### config.mk
export PLATFORM = sky130hd
export DESIGN_NAME = csu_codec_serial
export DESIGN_NICKNAME = d
export VERILOG_FILES = /design/src/hdl/csu_pkg.sv /design/src/hdl/csu_codec_serial.sv
export SDC_FILE = /design/constraint.sdc
export NUM_CORES = 1
export LEC_CHECK = 0
export ABC_AREA = 1
export BUFFER_PORTS_ARGS = -buffer_cell sky130_fd_sc_hd__buf_4
export CAP_MARGIN = 20
export CELL_PAD_IN_SITES_DETAIL_PLACEMENT = 1
export CELL_PAD_IN_SITES_GLOBAL_PLACEMENT = 1
export CORE_MARGIN = 1.5
export CORE_UTILIZATION = 40
export CTS_BUF_LIST = sky130_fd_sc_hd__clkbuf_8
export CTS_CLUSTER_SIZE = 12
export DETAILED_ROUTE_END_ITERATION = 8
export MAX_ROUTING_LAYER = met4
export PLACE_DENSITY = 0.76
export SLEW_MARGIN = 0
export SYNTH_ARGS = -nofsm -noshare
export SYNTH_HDL_FRONTEND = slang
export SYNTH_SLANG_ARGS = --single-unit
export TNS_END_PERCENT = 10
### constraint.sdc
create_clock -name clk_sys -period 5.2 [get_ports clk_sys]
set_clock_uncertainty 0.15 [all_clocks]
set_input_delay 0 -clock clk_sys [delete_from_list [all_inputs] [get_ports clk_sys]]
set_output_delay 0 -clock clk_sys [all_outputs]
set_load 0.005 [all_outputs]
### src/hdl/csu_pkg.sv
// constants, register map and field layout of the codec serial unit
package csu_pkg;
   // ----------------------------------------
   // register byte offsets (haddr[7:0])
   // ----------------------------------------
   localparam logic [7:0] OFS_CTRL1 = 8'h00;
   localparam logic [7:0] OFS_CTRL2 = 8'h04;
   localparam logic [7:0] OFS_CLKDIV = 8'h08;
   localparam logic [7:0] OFS_STAT = 8'h0C;
   localparam logic [7:0] OFS_RXEN = 8'h10;
   localparam logic [7:0] OFS_TXEN = 8'h14;
   localparam logic [3:0] OFS_RXBUF_HI = 4'h2;
   localparam logic [3:0] OFS_TXBUF_HI = 4'h3;
   // ----------------------------------------
   // field positions
   // ----------------------------------------
   localparam int C1_EN = 15;
   localparam int C1_IDLE = 13;
   localparam int C1_LOOP = 11;
   localparam int C1_SCKD = 10;
   localparam int C1_CKE = 9;
   localparam int C1_FSD = 8;
   localparam int C1_UNDERFLOW_MODE = 7;
   localparam int C1_DOM = 6;
   localparam int C1_DATA_JUSTIFY = 5;
   localparam int C1_FSM = 0;
   localparam int C2_DEPTH = 10;
   localparam int C2_FLEN = 5;
   localparam int C2_WS = 0;
   localparam int ST_SLOT = 8;
   localparam int ST_ROV = 3;
   localparam int ST_RECEIVE_FULL = 2;
   localparam int ST_TRANSMIT_UNDERFLOW = 1;
   localparam int ST_TRANSMIT_EMPTY = 0;
   // ----------------------------------------
   // writable bit masks and reset values
   // ----------------------------------------
   localparam logic [15:0] CTRL1_MASK = 16'hAFE3;
   localparam logic [15:0] CTRL2_MASK = 16'h0DEF;
   localparam logic [15:0] CLKDIV_MASK = 16'h0FFF;
   localparam logic [15:0] RST_REG = 16'h0000;
   localparam logic [7:0] AC_SYNC_BITS = 8'h10;
   // ----------------------------------------
   // frame sync modes
   // ----------------------------------------
   typedef enum logic [1:0] {
      CSU_FS_MULTI = 2'h0,
      CSU_FS_I2S = 2'h1,
      CSU_FS_AC16 = 2'h2,
      CSU_FS_AC20 = 2'h3
   } csu_fs_mode_t;
endpackage

### src/hdl/csu_codec_serial.sv
// codec serial unit: AHB-Lite registers, shadow buffer, shift engine, clock and frame sync
`timescale 1ns/100ps
module csu_codec_serial (
   input wire logic clk_sys,
   input wire logic resetn,
   input wire logic hsel,
   input wire logic [31:0] haddr,
   input wire logic [1:0] htrans,
   input wire logic hwrite,
   input wire logic [2:0] hsize,
   input wire logic [31:0] hwdata,
   input wire logic hready,
   output logic hreadyout,
   output logic [31:0] hrdata,
   output logic hresp,
   input wire logic cpu_idle,
   input wire logic serial_bit_clock_in,
   output logic serial_bit_clock_out,
   output logic serial_bit_clock_oe,
   input wire logic frame_sync_pin_in,
   output logic frame_sync_pin_out,
   output logic frame_sync_pin_oe,
   input wire logic serial_data_in,
   output logic serial_data_out,
   output logic serial_data_out_oe
);
   // ----------------------------------------
   // state
   // ----------------------------------------
   typedef struct packed {
      logic [2:0] sck_sync;
      logic [2:0] fs_sync;
      logic [1:0] sdi_sync;
      logic [15:0] ctrl1;
      logic [15:0] ctrl2;
      logic [15:0] clkdiv;
      logic [15:0] rxen;
      logic [15:0] txen;
      logic [7:0][15:0] shadow;
      logic [7:0][15:0] cpu_buf;
      logic [15:0] last_tx;
      logic [15:0] sh;
      logic [11:0] div_cnt;
      logic sck_int;
      logic sck_prev;
      logic fs_prev;
      logic [3:0] slot;
      logic [3:0] bitc;
      logic [7:0] fbit;
      logic [1:0] ptr;
      logic [1:0] cur_ptr;
      logic cur_rx;
      logic cur_tx;
      logic sdo;
      logic sdo_oe;
      logic fs_out;
      logic receive_overflow;
      logic receive_full;
      logic transmit_underflow;
      logic transmit_empty;
      logic ph_valid;
      logic ph_write;
      logic [7:0] ph_addr;
   } csu_state_t;

   csu_state_t q;
   csu_state_t next_q;

   logic en, run, sck_lvl, drv, smp, last, sdi_eff, fs_long, blk_end;
   logic [3:0] ws, flen;
   logic [1:0] depth;
   logic [7:0] lead, fs_len;
   logic [15:0] rx_word;

   // ----------------------------------------
   // control decode
   // ----------------------------------------
   assign en = q.ctrl1[csu_pkg::C1_EN];
   assign run = en && !(q.ctrl1[csu_pkg::C1_IDLE] && cpu_idle);
   assign ws = q.ctrl2[csu_pkg::C2_WS +: 4];
   assign flen = q.ctrl2[csu_pkg::C2_FLEN +: 4];
   assign depth = q.ctrl2[csu_pkg::C2_DEPTH +: 2];
   // external clock is only ever looked at after the second stage
   assign sck_lvl = q.ctrl1[csu_pkg::C1_SCKD] ? q.sck_sync[1] : q.sck_int;
   assign drv = run && (q.ctrl1[csu_pkg::C1_CKE] ? (!sck_lvl && q.sck_prev) : (sck_lvl && !q.sck_prev));
   assign smp = run && (q.ctrl1[csu_pkg::C1_CKE] ? (sck_lvl && !q.sck_prev) : (!sck_lvl && q.sck_prev));
   assign last = (q.slot == flen) && (q.bitc == ws);
   assign sdi_eff = q.ctrl1[csu_pkg::C1_LOOP] ? q.sdo : q.sdi_sync[1];
   assign rx_word = q.sh << (4'hF - ws);
   assign blk_end = drv && (q.bitc == ws) && (q.cur_rx || q.cur_tx) && (q.cur_ptr == depth);

   // ----------------------------------------
   // next state
   // ----------------------------------------
   always_comb begin
      next_q = q;
      lead = 8'h00;
      fs_len = 8'h00;
      fs_long = 1'b0;
      next_q.sck_sync = {q.sck_sync[1:0], serial_bit_clock_in};
      next_q.fs_sync = {q.fs_sync[1:0], frame_sync_pin_in};
      next_q.sdi_sync = {q.sdi_sync[0], serial_data_in};
      next_q.sck_prev = sck_lvl;
      // bus: address phase capture, data phase action
      if (hready) begin
         next_q.ph_valid = hsel && htrans[1];
         next_q.ph_write = hwrite;
         next_q.ph_addr = haddr[7:0];
      end
      if (q.ph_valid && q.ph_write) begin
         case (q.ph_addr)
            csu_pkg::OFS_CTRL1: next_q.ctrl1 = hwdata[15:0] & csu_pkg::CTRL1_MASK;
            csu_pkg::OFS_CTRL2: next_q.ctrl2 = hwdata[15:0] & csu_pkg::CTRL2_MASK;
            csu_pkg::OFS_CLKDIV: next_q.clkdiv = hwdata[15:0] & csu_pkg::CLKDIV_MASK;
            csu_pkg::OFS_RXEN: next_q.rxen = hwdata[15:0];
            csu_pkg::OFS_TXEN: next_q.txen = hwdata[15:0];
            default: begin
               if (q.ph_addr[7:4] == csu_pkg::OFS_TXBUF_HI) begin
                  next_q.cpu_buf[{1'b1, q.ph_addr[3:2]}] = hwdata[15:0];
                  next_q.last_tx = hwdata[15:0];
                  next_q.transmit_empty = 1'b0;
               end
            end
         endcase
      end
      if (q.ph_valid && !q.ph_write && q.ph_addr[7:4] == csu_pkg::OFS_RXBUF_HI) begin
         next_q.receive_full = 1'b0;
      end
      // bit clock generator
      if (run && !q.ctrl1[csu_pkg::C1_SCKD]) begin
         if (q.div_cnt >= q.clkdiv[11:0]) begin
            next_q.div_cnt = 12'h000;
            next_q.sck_int = !q.sck_int;
         end else begin
            next_q.div_cnt = q.div_cnt + 12'h001;
         end
      end
      // sample edge: shift in, watch external frame sync
      if (smp) begin
         next_q.sh = {q.sh[14:0], sdi_eff};
         next_q.fs_prev = q.fs_sync[1];
         if (q.ctrl1[csu_pkg::C1_FSD] && q.fs_sync[1] && !q.fs_prev) begin
            if (q.ctrl1[csu_pkg::C1_DATA_JUSTIFY]) begin
               next_q.slot = 4'h0;
               next_q.bitc = 4'h0;
            end else begin
               next_q.slot = flen;
               next_q.bitc = ws;
            end
         end
      end
      // drive edge: word end, advance, word start, output bit
      if (drv) begin
         if (q.bitc == ws) begin
            if (q.cur_rx) begin
               next_q.shadow[{1'b0, q.cur_ptr}] = rx_word;
            end
            if (blk_end) begin
               // block hand-over gives software a whole block time to refill
               next_q.receive_overflow = q.receive_overflow || next_q.receive_full;
               next_q.receive_full = 1'b1;
               next_q.transmit_underflow = q.transmit_underflow || next_q.transmit_empty;
               for (int i = 0; i < 4; i++) begin
                  next_q.cpu_buf[i] = next_q.shadow[i];
                  if (next_q.transmit_empty) begin
                     next_q.shadow[4 + i] = q.ctrl1[csu_pkg::C1_UNDERFLOW_MODE] ? q.last_tx : 16'h0000;
                  end else begin
                     next_q.shadow[4 + i] = next_q.cpu_buf[4 + i];
                  end
               end
               next_q.transmit_empty = 1'b1;
            end
            next_q.bitc = 4'h0;
            next_q.slot = (q.slot == flen) ? 4'h0 : q.slot + 4'h1;
            next_q.cur_rx = q.rxen[next_q.slot];
            next_q.cur_tx = q.txen[next_q.slot];
            if (next_q.cur_rx || next_q.cur_tx) begin
               next_q.cur_ptr = q.ptr;
               next_q.ptr = (q.ptr == depth) ? 2'h0 : q.ptr + 2'h1;
            end
            next_q.sh = next_q.cur_tx ? next_q.shadow[{1'b1, q.ptr}] : 16'h0000;
            next_q.sdo = next_q.cur_tx && next_q.sh[15];
            next_q.sdo_oe = next_q.cur_tx || !q.ctrl1[csu_pkg::C1_DOM];
         end else begin
            next_q.bitc = q.bitc + 4'h1;
            next_q.sdo = q.cur_tx && q.sh[15];
         end
         next_q.fbit = last ? 8'h00 : q.fbit + 8'h01;
         // frame sync shaping: lead is the bit index counted from the pulse
         if (q.ctrl1[csu_pkg::C1_DATA_JUSTIFY]) begin
            lead = next_q.fbit;
         end else begin
            lead = (next_q.slot == flen && next_q.bitc == ws) ? 8'h00 : next_q.fbit + 8'h01;
         end
         case (csu_pkg::csu_fs_mode_t'(q.ctrl1[csu_pkg::C1_FSM +: 2]))
            csu_pkg::CSU_FS_MULTI: fs_len = 8'h01;
            csu_pkg::CSU_FS_I2S: fs_len = {4'h0, ws} + 8'h01;
            default: fs_long = 1'b1;
         endcase
         if (fs_long) begin
            fs_len = csu_pkg::AC_SYNC_BITS;
         end
         next_q.fs_out = lead < fs_len;
      end
      if (!en) begin
         next_q.slot = flen;
         next_q.bitc = ws;
         next_q.fbit = 8'h00;
         next_q.ptr = 2'h0;
         next_q.cur_ptr = 2'h0;
         next_q.cur_rx = 1'b0;
         next_q.cur_tx = 1'b0;
         next_q.sdo = 1'b0;
         next_q.sdo_oe = 1'b0;
         next_q.fs_out = 1'b0;
         next_q.div_cnt = 12'h000;
         next_q.sck_int = 1'b0;
         next_q.receive_overflow = 1'b0;
         next_q.transmit_underflow = 1'b0;
      end
   end

   always_ff @(posedge clk_sys or negedge resetn) begin
      if (!resetn) begin
         q <= '0;
      end else begin
         q <= next_q;
      end
   end

   // ----------------------------------------
   // outputs
   // ----------------------------------------
   assign hreadyout = 1'b1;
   assign hresp = 1'b0;
   assign serial_bit_clock_out = q.sck_int;
   assign serial_bit_clock_oe = en && !q.ctrl1[csu_pkg::C1_SCKD];
   assign frame_sync_pin_out = q.fs_out;
   assign frame_sync_pin_oe = en && !q.ctrl1[csu_pkg::C1_FSD];
   assign serial_data_out = q.sdo;
   assign serial_data_out_oe = q.sdo_oe;

   always_comb begin
      hrdata = 32'h0000_0000;
      if (q.ph_valid && !q.ph_write) begin
         case (q.ph_addr)
            csu_pkg::OFS_CTRL1: hrdata[15:0] = q.ctrl1;
            csu_pkg::OFS_CTRL2: hrdata[15:0] = q.ctrl2;
            csu_pkg::OFS_CLKDIV: hrdata[15:0] = q.clkdiv;
            csu_pkg::OFS_STAT: hrdata[15:0] = {4'h0, q.slot, 4'h0, q.receive_overflow, q.receive_full, q.transmit_underflow, q.transmit_empty};
            csu_pkg::OFS_RXEN: hrdata[15:0] = q.rxen;
            csu_pkg::OFS_TXEN: hrdata[15:0] = q.txen;
            default: begin
               if (q.ph_addr[7:5] == 3'h1) begin
                  hrdata[15:0] = q.cpu_buf[{q.ph_addr[4], q.ph_addr[3:2]}];
               end
            end
         endcase
      end
   end
endmodule // csu_codec_serial

== Word-level counts from Yosys, hierarchy flattened ==
Index checks and enable logic that the tools add are counted.
Widths: inputs -> output; s select.

* Register bits: 413
* Input port bits: 78

* Reduce and logical (&&, ||, !) cells: 54
* Add/subtract/negate cells: 8
* Bitwise operators: 1
* Muxes and demuxes: 75
* Shifts and indexed selects: 1
* Equality and inequality tests: 23
* $lt $le $gt $ge: 9

{| class="wikitable"
|+ Operators with widths
! kind !! count
|-
| $mux 144 || 3
|-
| $mux 64 || 6
|-
| $bwmux 128 || 2
|-
| $mux 16 || 15
|-
| $mux 128 || 1
|-
| $pmux 16 s6 || 1
|-
| $mux 8 || 9
|-
| $demux 16 s2 || 2
|-
| $bmux 16 s3 || 1
|-
| $bmux 16 s2 || 1
|-
| $mux 4 || 8
|-
| $mux 29 || 1
|-
| $mux 13 || 2
|-
| $mux 26 || 1
|-
| $logic_and 1x1->1 || 24
|-
| $reduce_and 2->1 || 9
|-
| $add 8x1->8 const B || 2
|-
| $eq 4x4->1 || 4
|-
| $eq 8x4->1 const B || 2
|-
| $eq 8x5->1 const B || 2
|-
| $mux 1 || 16
|-
| $shl 16x4->16 || 1
|-
| $add 12x1->12 const B || 1
|-
| $ge 12x12->1 || 1
|-
| other kinds (30) || 56
|}

== Logic depth before layout (Yosys ltp) ==
Gate-level depths: netlist of run 1.

* Depth in word-level cells: 19
* Mapped depth: 27

== Worst setup path after synthesis of run 1 ==
No wires, ideal clock.

* Path kind: register -> register
* Start point: reg q, in the netlist flen[0]
* End point: reg q, in the netlist frame_sync_pin_out
* Setup slack: 2.536 ns
* Stages on the path, launching flop included: 21
* Buffers on the path: 1
* Setup time: 0.066 ns
* Data arrival time: 2.448 ns
* Required time: 4.984 ns
* Cell sequence: dfrtp_1 -> xnor2_1 -> nand4_4 -> nand2_1 -> inv_1 -> buf_2 -> nand2_1 -> nand2_1 -> nand2_1 -> nand2_1 -> nor2_1 -> nand2_1 -> nor2_1 -> inv_1 -> nand3_1 -> inv_1 -> ha_1 -> or2_2 -> a21oi_1 -> nand2_1 -> nand2_1

* Longest elaborated chain between the ends: 13

{| class="wikitable"
|+ RTL lines
! what !! line !! source
|-
| from (decl) || csu_codec_serial.sv:66 || <nowiki>csu_state_t q;</nowiki>
|-
| from (signal assigned) || csu_codec_serial.sv:227 || <nowiki>q <= next_q;</nowiki>
|-
| parallel branches: the longest is 8 deep, another holds $add 8x1->8 || -- ||
|-
| $mux 8 * || csu_codec_serial.sv:190 || <nowiki>if (q.ctrl1[csu_pkg::C1_DATA_JUSTIFY]) begin</nowiki>
|-
| $mux 8 * || csu_codec_serial.sv:153 || <nowiki>if (drv) begin</nowiki>
|-
| $lt 8x8->1 * || csu_codec_serial.sv:203 || <nowiki>next_q.fs_out = lead < fs_len;</nowiki>
|-
| $mux 29 * || csu_codec_serial.sv:153 ||
|-
| $mux 26 * || csu_codec_serial.sv:205 || <nowiki>if (!en) begin</nowiki>
|}

Mark *: on every way between the ends. The select of a mux whose other input is x is not followed.
A chain may end at the register's enable or synchronous reset.

== Worst setup path in the final report of run 1 ==
* Start point: reg q[2] in the netlist's numbering
* End point: out hrdata[10]

* Longest elaborated chain between the ends: 5

{| class="wikitable"
|+ RTL lines
! what !! line !! source
|-
| $bmux 16 s3 || csu_codec_serial.sv:255 || <nowiki>hrdata[15:0] = q.cpu_buf[{q.ph_addr[4], q.ph_addr[3:2]}];</nowiki>
|-
| $mux 16 (implied by the code) || csu_codec_serial.sv:255 ||
|-
| $mux 16 || csu_codec_serial.sv:254 || <nowiki>if (q.ph_addr[7:5] == 3'h1) begin</nowiki>
|-
| $pmux 16 s6 * || csu_codec_serial.sv:246 || <nowiki>case (q.ph_addr)</nowiki>
|-
| $mux 16 * || csu_codec_serial.sv:245 || <nowiki>if (q.ph_valid && !q.ph_write) begin</nowiki>
|-
| to (decl) || csu_codec_serial.sv:14 || <nowiki>output logic [31:0] hrdata,</nowiki>
|}

Every way passes the cells marked *; elsewhere a longest branch is shown, timed or not. The select of a mux whose other input is x is not followed.

==> flow_summary.toml, run 1 <==
[global_routing]
grt_overflow_total = 0
grt_max_degree = 149
grt_pass1_wl_mm = 115.9
grt_pass1_vias = 19746
track_usage_pct = 29.38
antenna_found_initial = 6

[detailed_routing]
drt_iter0_drc = 1703
wl_mm = 75.06
firstDrtPassIters = 6
postRouteAntennaNets = 0
wl_per_cell_microns = 22.47
dr_total_vias = 19000
drc = 0
viasPerCell = 5.687

[yosys]
avgSynthCellArea_sq_um = 8.199
synthMuxAreaShare_pct = 0.3765
syn_area_sq_mm = 0.02060
synth_seq_cells = 413
yosysUniqueCellTypes = 54
synthXorXnorAreaFrac_pct = 0.9352
synth_compound_area_share_pct = 22.03
synth-async-reset-ratio_pct = 100.0
yosys_warnings = 0
synth_seq_area_share_pct = 50.16
synth_edf_count = 0
synth_fa_ha_area_share_pct = 1.336
synth_top_family_by_area = "compound AO/OA/AOI/OAI gates"
synth_simple_gate_area_share_pct = 17.14
synth-main-ff-cell = "dfrtp_1"
syn_inst = 2513

[clock_tree]
path_clk_slew_ps = 50
cts_buffers = 76
clk_latency_ps = 690
post_cts_resized = 0
cts_buffer_depth = 3
cts_tree = "yes"
postCtsSetupBuffers = 0
root_buffer = "clkbuf_8"
htree_levels = 3
clkSinkCount = 413

[outcome]
outcome = "finished, final reports clean"

[cells_and_area]
layout.nets = 2708
fin_area_sq_mm = 0.02371
fill_cells = 6140
layout-drive-gt1-share_pct = 9.422
finalNonFillerCells = 3341
seq_area_sq_mm = 0.01033
area_delta_synth_final_pct = 15.07
multi_input_area_sq_mm = 0.008688

[power_and_ir_drop]
clockPowerShare_pct = 32.0
internal_power_w = 0.006208
switchingPower_w = 0.003716
power.density_mw_per_mm2 = 418.6
peakVddDrop_mv = 0.2439
switching_share_pct = 37.44
p_leak_nw = 11.85
comb_power_share_pct = 27.8
seq_power_share_pct = 40.1

[die]
dieWidth_microns = 230.0
ios = 118
die_h_microns = 230.0
std_cell_rows = 82
initial_core_util_pct = 40.82
die_area_sq_mm = 0.05288
coreArea_sq_mm = 0.05048

[setup_path]
worstSetupPathType = "register to primary output"
start_kind = "register"
required_ps = 5050
reg2reg_slack_ps = 1370
critPathMaxFanout = 18
worstPathArrival_ps = 3870
worstSetupEndpointType = "primary output"

[sta]
fin_crit_ps = 4019
maxSlewViolCount = 0
final_hold_viol_count = 0
worst_hold_slack_ps = 76.00
finalCritPeriodShare_pct = 77.28
max_freq_mhz = 248.8
rsz0062_at_grt = "no"
worst_pin_slew_ps = 1036
setup_slack_ps = 1181
fin_tns_setup_ps = 0
setup_violations = 0
relSlewSlack_pct = 30.94

[placement]
place.gp.congestion = 0.9900
placedCellCount = 3142
placed_area_sq_mm = 0.02155
place_ws_ps = 1491
dpl.hpwl_mm = 49.13
io_buffer_count = 55

[worst_hold_path]
min_path_type = "input port to register"

[job]
max_cap_viol_count = 0
## power groups by stage
stage                     registers (W)  clock network (W)  logic (W)
after floorplan                 0.00391                  0    0.00177
after global placement          0.00400                  0    0.00256
after detailed placement        0.00403                  0    0.00266
after CTS                       0.00398            0.00324    0.00272
after global routing            0.00403            0.00337    0.00307
final                           0.00398            0.00318    0.00276
## sequential cells by signal, summed over array words and instances, names as in the netlist
| signal | count |
|---|---|
| q | 397 |
| next_q | 5 |
| flen | 4 |
| depth | 2 |
| en | 1 |
| frame_sync_pin_out | 1 |
| serial_bit_clock_out | 1 |
| serial_data_out | 1 |
| serial_data_out_oe | 1 |
## worst paths after layout
check                                      startpoint                              to  cells past startpoint
worst max-delay path                 q[2]$_DFFE_PN0P_                      hrdata[10]                     11
worst min-delay path                           hready                q[9]$_DFFE_PN0P_                      3
worst max register to register     q[416]$_DFFE_PN0P_  frame_sync_pin_out$_DFFE_PN0P_                     24
worst min register to register  next_q[425]$_DFF_PN0_           next_q[426]$_DFF_PN0_                      0
max in group asynchronous                      resetn           next_q[426]$_DFF_PN0_                      4
min in group asynchronous                      resetn                q[5]$_DFFE_PN0P_                      4
## layout make-up
cell class                      count  area share, %
Antenna cell                        5        0.05278
Clock buffer                       95          5.515
Clock inverter                     39         0.9130
Inverter                          258          4.085
Multi-Input combinational cell   1709          36.65
Sequential cell                   413          43.59
Tap cell                          672          3.547
Timing Repair Buffer              150          5.647
## per-stage QoR
step	utilization [%]	power, W
3_3_place_gp	42.70	0.006555
6_report	46.97	0.009924
5_1_grt	46.97	0.01047
3_5_place_dp	42.70	0.006687
2_1_floorplan	-	0.005677
4_1_cts	46.94	0.009932
## cells in the final DEF (no fill, tap or decap), drive strengths merged, types with 9 or more instances in the layout
master       count
a211oi           9
a21oi          104
a221oi           9
a22oi           49
a311oi           9
buf             91
clkbuf          95
clkinv          15
conb            18
dfrtp          413
dlygate4sd3     59
ha              22
inv            279
nand2          630
nand3           50
nand4           16
nor2           100
nor3            21
o211ai          27
o21ai          444
o22ai          103
or2             26
xor2            14
## routing by layer
| layer | vias up | global-route usage, % | part of all wire [%] |
|---|---|---|---|
| met5 | - | - | 0 |
| met4 | 0 | 13.60 | 4.4 |
| met3 | 190 | 6.064 | 6.5 |
| met2 | 605 | 46.65 | 48 |
| met1 | 9569 | 35.95 | 41 |
| li1 | 8636 | - | - |
## kinds of logic (layout without fill, tap and decap cells)
logic type,after synthesis,in the layout
xor+xnor,22,22
other cells,2,23
flops,413,413
buf+inv,407,542
mux,7,7
simple gates,845,845
fa+ha+maj,22,22
compound gates,795,795
## worst max-delay path, cell delays in order (launching register included)
cell      delay (ps)
dfrtp_1          420
inv_1             90
nor2_2           110
clkinv_1         380
nor2_1           240
buf_4            260
nor3_2            60
buf_4            210
inv_1            490
a211oi_1         250
a311oi_1         470
buf_4            200
## cell usage after synthesis, types with 14 or more instances
cell | number | share of area, %
a21oi_1 | 103 | 2.5
nand3_1 | 49 | 1.2
nor2_1 | 84 | 1.5
nor3_1 | 19 | 0.46
nand2_1 | 627 | 11
clkbuf_1 | 107 | 1.9
o211ai_1 | 27 | 0.98
o21ai_0 | 402 | 9.8
ha_1 | 22 | 1.3
inv_1 | 240 | 4.4
buf_4 | 20 | 0.73
nand4_1 | 15 | 0.46
xor2_1 | 14 | 0.60
o21ai_1 | 42 | 1.0
a22oi_1 | 49 | 1.8
o22ai_1 | 103 | 3.1
dfrtp_1 | 413 | 50
## what timing repair did
action	in CTS	in global routing
hold buffers	60	0
endpoints found under the hold margin	634	0
setup endpoints to repair	0	0
No activity file was read; power rests on OpenSTA's default activity.
==> run 2, diff against run 1 <==
==> constraint.sdc (replaced) <==
create_clock -name clk_sys -period 4.1 [get_ports clk_sys]
set_clock_uncertainty 0.15 [all_clocks]
set_input_delay 0 -clock clk_sys [delete_from_list [all_inputs] [get_ports clk_sys]]
set_output_delay 0 -clock clk_sys [all_outputs]
set_load 0.005 [all_outputs]
==> flow_summary.toml, run 2 (synthesized netlist as in run 1, its figures left out) <==
[detailed_routing]
drt_iter0_drc = 1504
wl_per_cell_microns = 23.18
dr_total_vias = 19323
viasPerCell = 5.749
postRouteAntennaNets = 0
wl_mm = 77.90
drc = 0
firstDrtPassIters = 6

[setup_path]
required_ps = 3950
worstPathArrival_ps = 3830
critPathMaxFanout = 9
start_kind = "register"
critical_path.most_common_cell = "nor2_1"
worstSetupPathType = "register to primary output"
worstSetupEndpointType = "primary output"
cp_cell_sequence = "nor3_2 -> nand2_1 -> nor2_1 -> inv_1 -> nor2_1 -> clkinv_1 -> o22ai_1 -> a21oi_1 -> a311oi_1 -> buf_4"
slowest_stage = "a311oi_1"
slowest_delay_ps = 600

[worst_hold_path]
min_path_type = "input port to register"

[sta]
final_hold_viol_count = 0
worst_hold_slack_ps = 69.75
relSlewSlack_pct = 24.78
max_freq_mhz = 251.1
fin_crit_ps = 3983
fin_tns_setup_ps = 0
setup_violations = 0
maxSlewViolCount = 0
rsz0062_at_grt = "no"
setup_slack_ps = 117.1
finalCritPeriodShare_pct = 97.14
worst_pin_slew_ps = 1128

[cells_and_area]
fill_cells = 6136
largest_reg_flops = 397
multi_input_area_sq_mm = 0.008691
seq_area_sq_mm = 0.01033
area_delta_synth_final_pct = 15.97
finalNonFillerCells = 3361
layout-drive-gt1-share_pct = 10.06
final_cell_mix = "627 x nand2_1, 413 x dfrtp_1, 402 x o21ai_0, 267 x inv_1, 108 x buf_4"
final_common_cell = "nand2_1"
layout.nets = 2733
regMostFlops = "q"

[power_and_ir_drop]
totalPowerFinal_w = 0.01265
power.density_mw_per_mm2 = 529.4
peakVddDrop_mv = 0.3763
p_leak_nw = 11.96

[global_routing]
track_usage_pct = 30.78
grt_pass1_wl_mm = 120.8
grt_overflow_total = 0
grt_max_degree = 101
antenna_found_initial = 3
grt_pass1_vias = 20208

[die]
die_h_microns = 230.0
dieWidth_microns = 230.0
ios = 118
std_cell_rows = 82
coreArea_sq_mm = 0.05048
die_area_sq_mm = 0.05288
initial_core_util_pct = 40.82

[clock_tree]
path_clk_slew_ps = 70
cts_buffers = 77
cts_tree = "yes"
root_buffer = "clkbuf_8"
postCtsSetupBuffers = 0
cts_buffer_depth = 3
clkSinkCount = 413
clk_latency_ps = 700
htree_levels = 3

[placement]
placedCellCount = 3165
io_buffer_count = 55
place.gp.congestion = 0.9651
place_ws_ps = 716.0
dpl.hpwl_mm = 51.82

[job]
max_cap_viol_count = 0

[outcome]
outcome = "finished, final reports clean"
run 2: cell types whose count changed in the layout (fill, tap and decap cells not counted), sizes merged:
cell and delta:
buf +24, clkbuf -2, clkinv -2, bufinv +1, diode -1
run 2: cell type report:
class / count / share of cell area (%)
Tap cell: 672 / 3.519
Clock buffer: 93 / 5.357
Multi-Input combinational cell: 1709 / 36.37
Timing Repair Buffer: 174 / 6.425
Sequential cell: 413 / 43.26
Antenna cell: 4 / 0.04189
Clock inverter: 38 / 0.9740
Inverter: 258 / 4.053
run 2: per-stage QoR:
stage / utilization (%) / cell area [sq um]
floorplan: - / 20660
global placement: 43.06 / 21740
detailed placement: 43.06 / 21740
CTS: 47.28 / 23870
global route: 47.33 / 23890
finish: 47.33 / 23890
run 2: power by group:
part	total, W	internal, W	leakage (nW)	switching [W]
clock network	0.00404	0.00218	0.873	0.00187
registers	0.00505	0.00465	4.62	0.000404
logic	0.00356	0.00110	6.47	0.00246
total	0.0126	0.00792	12.0	0.00473
run 2: final timing paths:
path / startpoint / endpoint / slack [ps] / cells past startpoint
setup / recovery: q[5]$_DFFE_PN0P_ / hrdata[1] / 120 / 10
hold / removal: hready / q[2]$_DFFE_PN0P_ / 70 / 3
setup reg to reg: q[7]$_DFFE_PN0P_ / q[69]$_DFF_PN0_ / 580 / 11
hold reg to reg: next_q[423]$_DFF_PN0_ / q[423]$_DFF_PN0_ / 200 / 0
max in group asynchronous: resetn / q[21]$_DFFE_PN0P_ / 2860 / 4
min in group asynchronous: resetn / q[108]$_DFFE_PN0P_ / 420 / 4
run 2: routing by layer:
layer | vias up | track usage (%) | share of wire [%]
met5 | - | - | 0
met4 | 0 | 11.97 | 3.5
met3 | 174 | 5.729 | 6.3
met2 | 653 | 49.56 | 49
met1 | 9812 | 38.35 | 42
li1 | 8684 | - | -
run 2: worst max-delay path, delay by kind of cell, from the launching register on:
kind	cells	cell delay, ps
AND/OR/NAND/NOR	4	1020
buffers and inverters	3	740
AO/OA/AOI/OAI	3	940
flip-flops	1	430
run 2: repair_timing:
item,CTS,global route
gates resized for setup,0,1
setup endpoints to repair,0,5
hold buffers,60,0
endpoints found under the hold margin,638,0
==> run 3, diff against run 2 <==
--- a/config.mk
+++ b/config.mk
@@ -16,7 +16,7 @@
 export CTS_CLUSTER_SIZE = 12
 export DETAILED_ROUTE_END_ITERATION = 8
 export MAX_ROUTING_LAYER = met4
-export PLACE_DENSITY = 0.76
+export PLACE_DENSITY = 0.73
 export SLEW_MARGIN = 0
 export SYNTH_ARGS = -nofsm -noshare
 export SYNTH_HDL_FRONTEND = slang
==> flow_summary.toml, run 3 (synthesized netlist as in run 1, its figures left out) <==
[detailed_routing]
firstDrtPassIters = 9
viasPerCell = 5.647
drt_iter0_drc = 1420
drc = 0
postRouteAntennaNets = 0
wl_met2_mm = 35.81
m1WireLength_mm = 33.65
top_layer = "met4"
wl_per_cell_microns = 23.00
wl_mm = 76.81
dr_total_vias = 18856
wl_met3_mm = 4.112

[placement]
dpl.hpwl_mm = 51.32
io_buffer_count = 55
place.gp.congestion = 0.9757
placedCellCount = 3162

[sta]
worst_pin_slew_ps = 1065
relSlewSlack_pct = 28.98
fin_crit_ps = 3957
max_freq_mhz = 252.7
maxSlewViolCount = 0
final_hold_viol_count = 0
rsz0062_at_grt = "no"
finalCritPeriodShare_pct = 96.52
setup_violations = 0
fin_tns_setup_ps = 0

[power_and_ir_drop]
clockPowerShare_pct = 30.9
switchingPower_w = 0.004608
p_leak_nw = 11.87
switching_share_pct = 37.20
internal_power_w = 0.007780
power.density_mw_per_mm2 = 521.5
comb_power_share_pct = 28.3
peakVddDrop_mv = 0.2657
seq_power_share_pct = 40.7

[global_routing]
grt_max_degree = 90
grt_overflow_total = 0
antenna_found_initial = 1
grt_pass1_wl_mm = 118.0
grt_pass1_vias = 19720
track_usage_pct = 30.14

[clock_tree]
cts_buffers = 73
cts_buffer_depth = 3
htree_levels = 3
cts_tree = "yes"
clk_latency_ps = 700
clkSinkCount = 413
root_buffer = "clkbuf_8"
path_clk_slew_ps = 70
postCtsSetupBuffers = 0

[setup_path]
slowest_stage = "a211oi_1"
critical_path.most_common_cell = "buf_4"
cp_top_family = "buffers and inverters"
slowest_delay_ps = 500
worstPathArrival_ps = 3810
critPathBufInv = 4
required_ps = 3950
critPathMaxFanout = 18
worstSetupPathType = "register to primary output"
cp_cell_sequence = "nor3_1 -> nand3_1 -> nor2_1 -> buf_4 -> nor3_2 -> buf_4 -> inv_1 -> a211oi_1 -> a211oi_1 -> buf_4"
start_kind = "register"
worstSetupEndpointType = "primary output"

[die]
dieWidth_microns = 230.0
std_cell_rows = 82
coreArea_sq_mm = 0.05048
initial_core_util_pct = 40.82
die_area_sq_mm = 0.05288
ios = 118
die_h_microns = 230.0

[cells_and_area]
seq_area_sq_mm = 0.01033
antenna_cells = 0
fill_cells = 6144
finalNonFillerCells = 3339
layout-drive-gt1-share_pct = 9.899
largest_reg_flops = 397
layout.nets = 2723
regMostFlops = "q"
fin_util_pct = 47.06
area_delta_synth_final_pct = 15.29
final_cell_mix = "627 x nand2_1, 413 x dfrtp_1, 402 x o21ai_0, 257 x inv_1"
final_common_cell = "nand2_1"
multi_input_area_sq_mm = 0.008688

[job]
max_cap_viol_count = 0

[outcome]
outcome = "finished, final reports clean"

[worst_hold_path]
min_path_type = "input port to register"
run 3: changes by cell type in the layout (fill, tap and decap cells not counted), sizes merged:
cell         previous run  this run
dlygate4sd3            59        57
clkinvlp                2         1
buf                   115       111
diode                   4         0
bufinv                  2         1
inv                   279       265
clkinv                 13        19
clkbuf                 93        91
run 3: layout make-up:
class	count	share of cell area (%)
Clock inverter	28	0.6321
Timing Repair Buffer	168	6.395
Multi-Input combinational cell	1709	36.58
Inverter	258	4.077
Clock buffer	91	5.273
Tap cell	672	3.540
Sequential cell	413	43.51
run 3: tightest hold or removal path, stage by stage:
cell and delay (ps):
dlygate4sd3_1 530, buf_4 100, inv_1 120, o21ai_0 180
run 3: stage by stage:
step,worst slack (ps),hold WS (ps),total power [W],cell area [sq um]
after global placement,427.3,-89.32,0.008359,21750
after detailed placement,369.6,-78.73,0.008511,21750
final,142.5,112.3,0.01239,23750
after floorplan,1436,-445.6,0.007200,20660
after CTS,302.8,90.79,0.01242,23750
after global routing,21.29,125.4,0.01309,23750
run 3: path summary, 6_finish.rpt:
| path | slack (ps) | start | cells after the start | endpoint |
|---|---|---|---|---|
| min | 110 | hwdata[4] | 4 | q[74]$_DFFE_PN0P_ |
| max reg2reg | 190 | q[7]$_DFFE_PN0P_ | 12 | q[66]$_DFF_PN0_ |
| min reg2reg | 200 | next_q[425]$_DFF_PN0_ | 0 | next_q[426]$_DFF_PN0_ |
| max in group asynchronous | 2900 | resetn | 4 | q[73]$_DFFE_PN0P_ |
| max | 140 | q[5]$_DFFE_PN0P_ | 10 | hrdata[13] |
| min in group asynchronous | 410 | resetn | 4 | q[36]$_DFF_PN0_ |
run 3: power groups by stage:
stage / clock, W / combinational, W / sequential (W)
5_1_grt: 0.00407 / 0.00391 / 0.00511
4_1_cts: 0.00391 / 0.00348 / 0.00504
3_5_place_dp: 0 / 0.00341 / 0.00511
3_3_place_gp: 0 / 0.00328 / 0.00508
6_report: 0.00383 / 0.00351 / 0.00505
2_1_floorplan: 0 / 0.00224 / 0.00496
run 3: what timing repair did:
item | 4_1_cts | 5_1_grt
hold buffers | 58 | 0
hold endpoints to repair | 641 | 0
endpoints found under the setup margin | 0 | 0
resized for setup | 0 | 0
run 3: metal layers:
metal / global-route usage, % / up-vias
li1: - / 8647
met1: 38.51 / 9511
met2: 47.15 / 517
met3: 5.345 / 181
met4: 12.72 / 0
met5: - / -
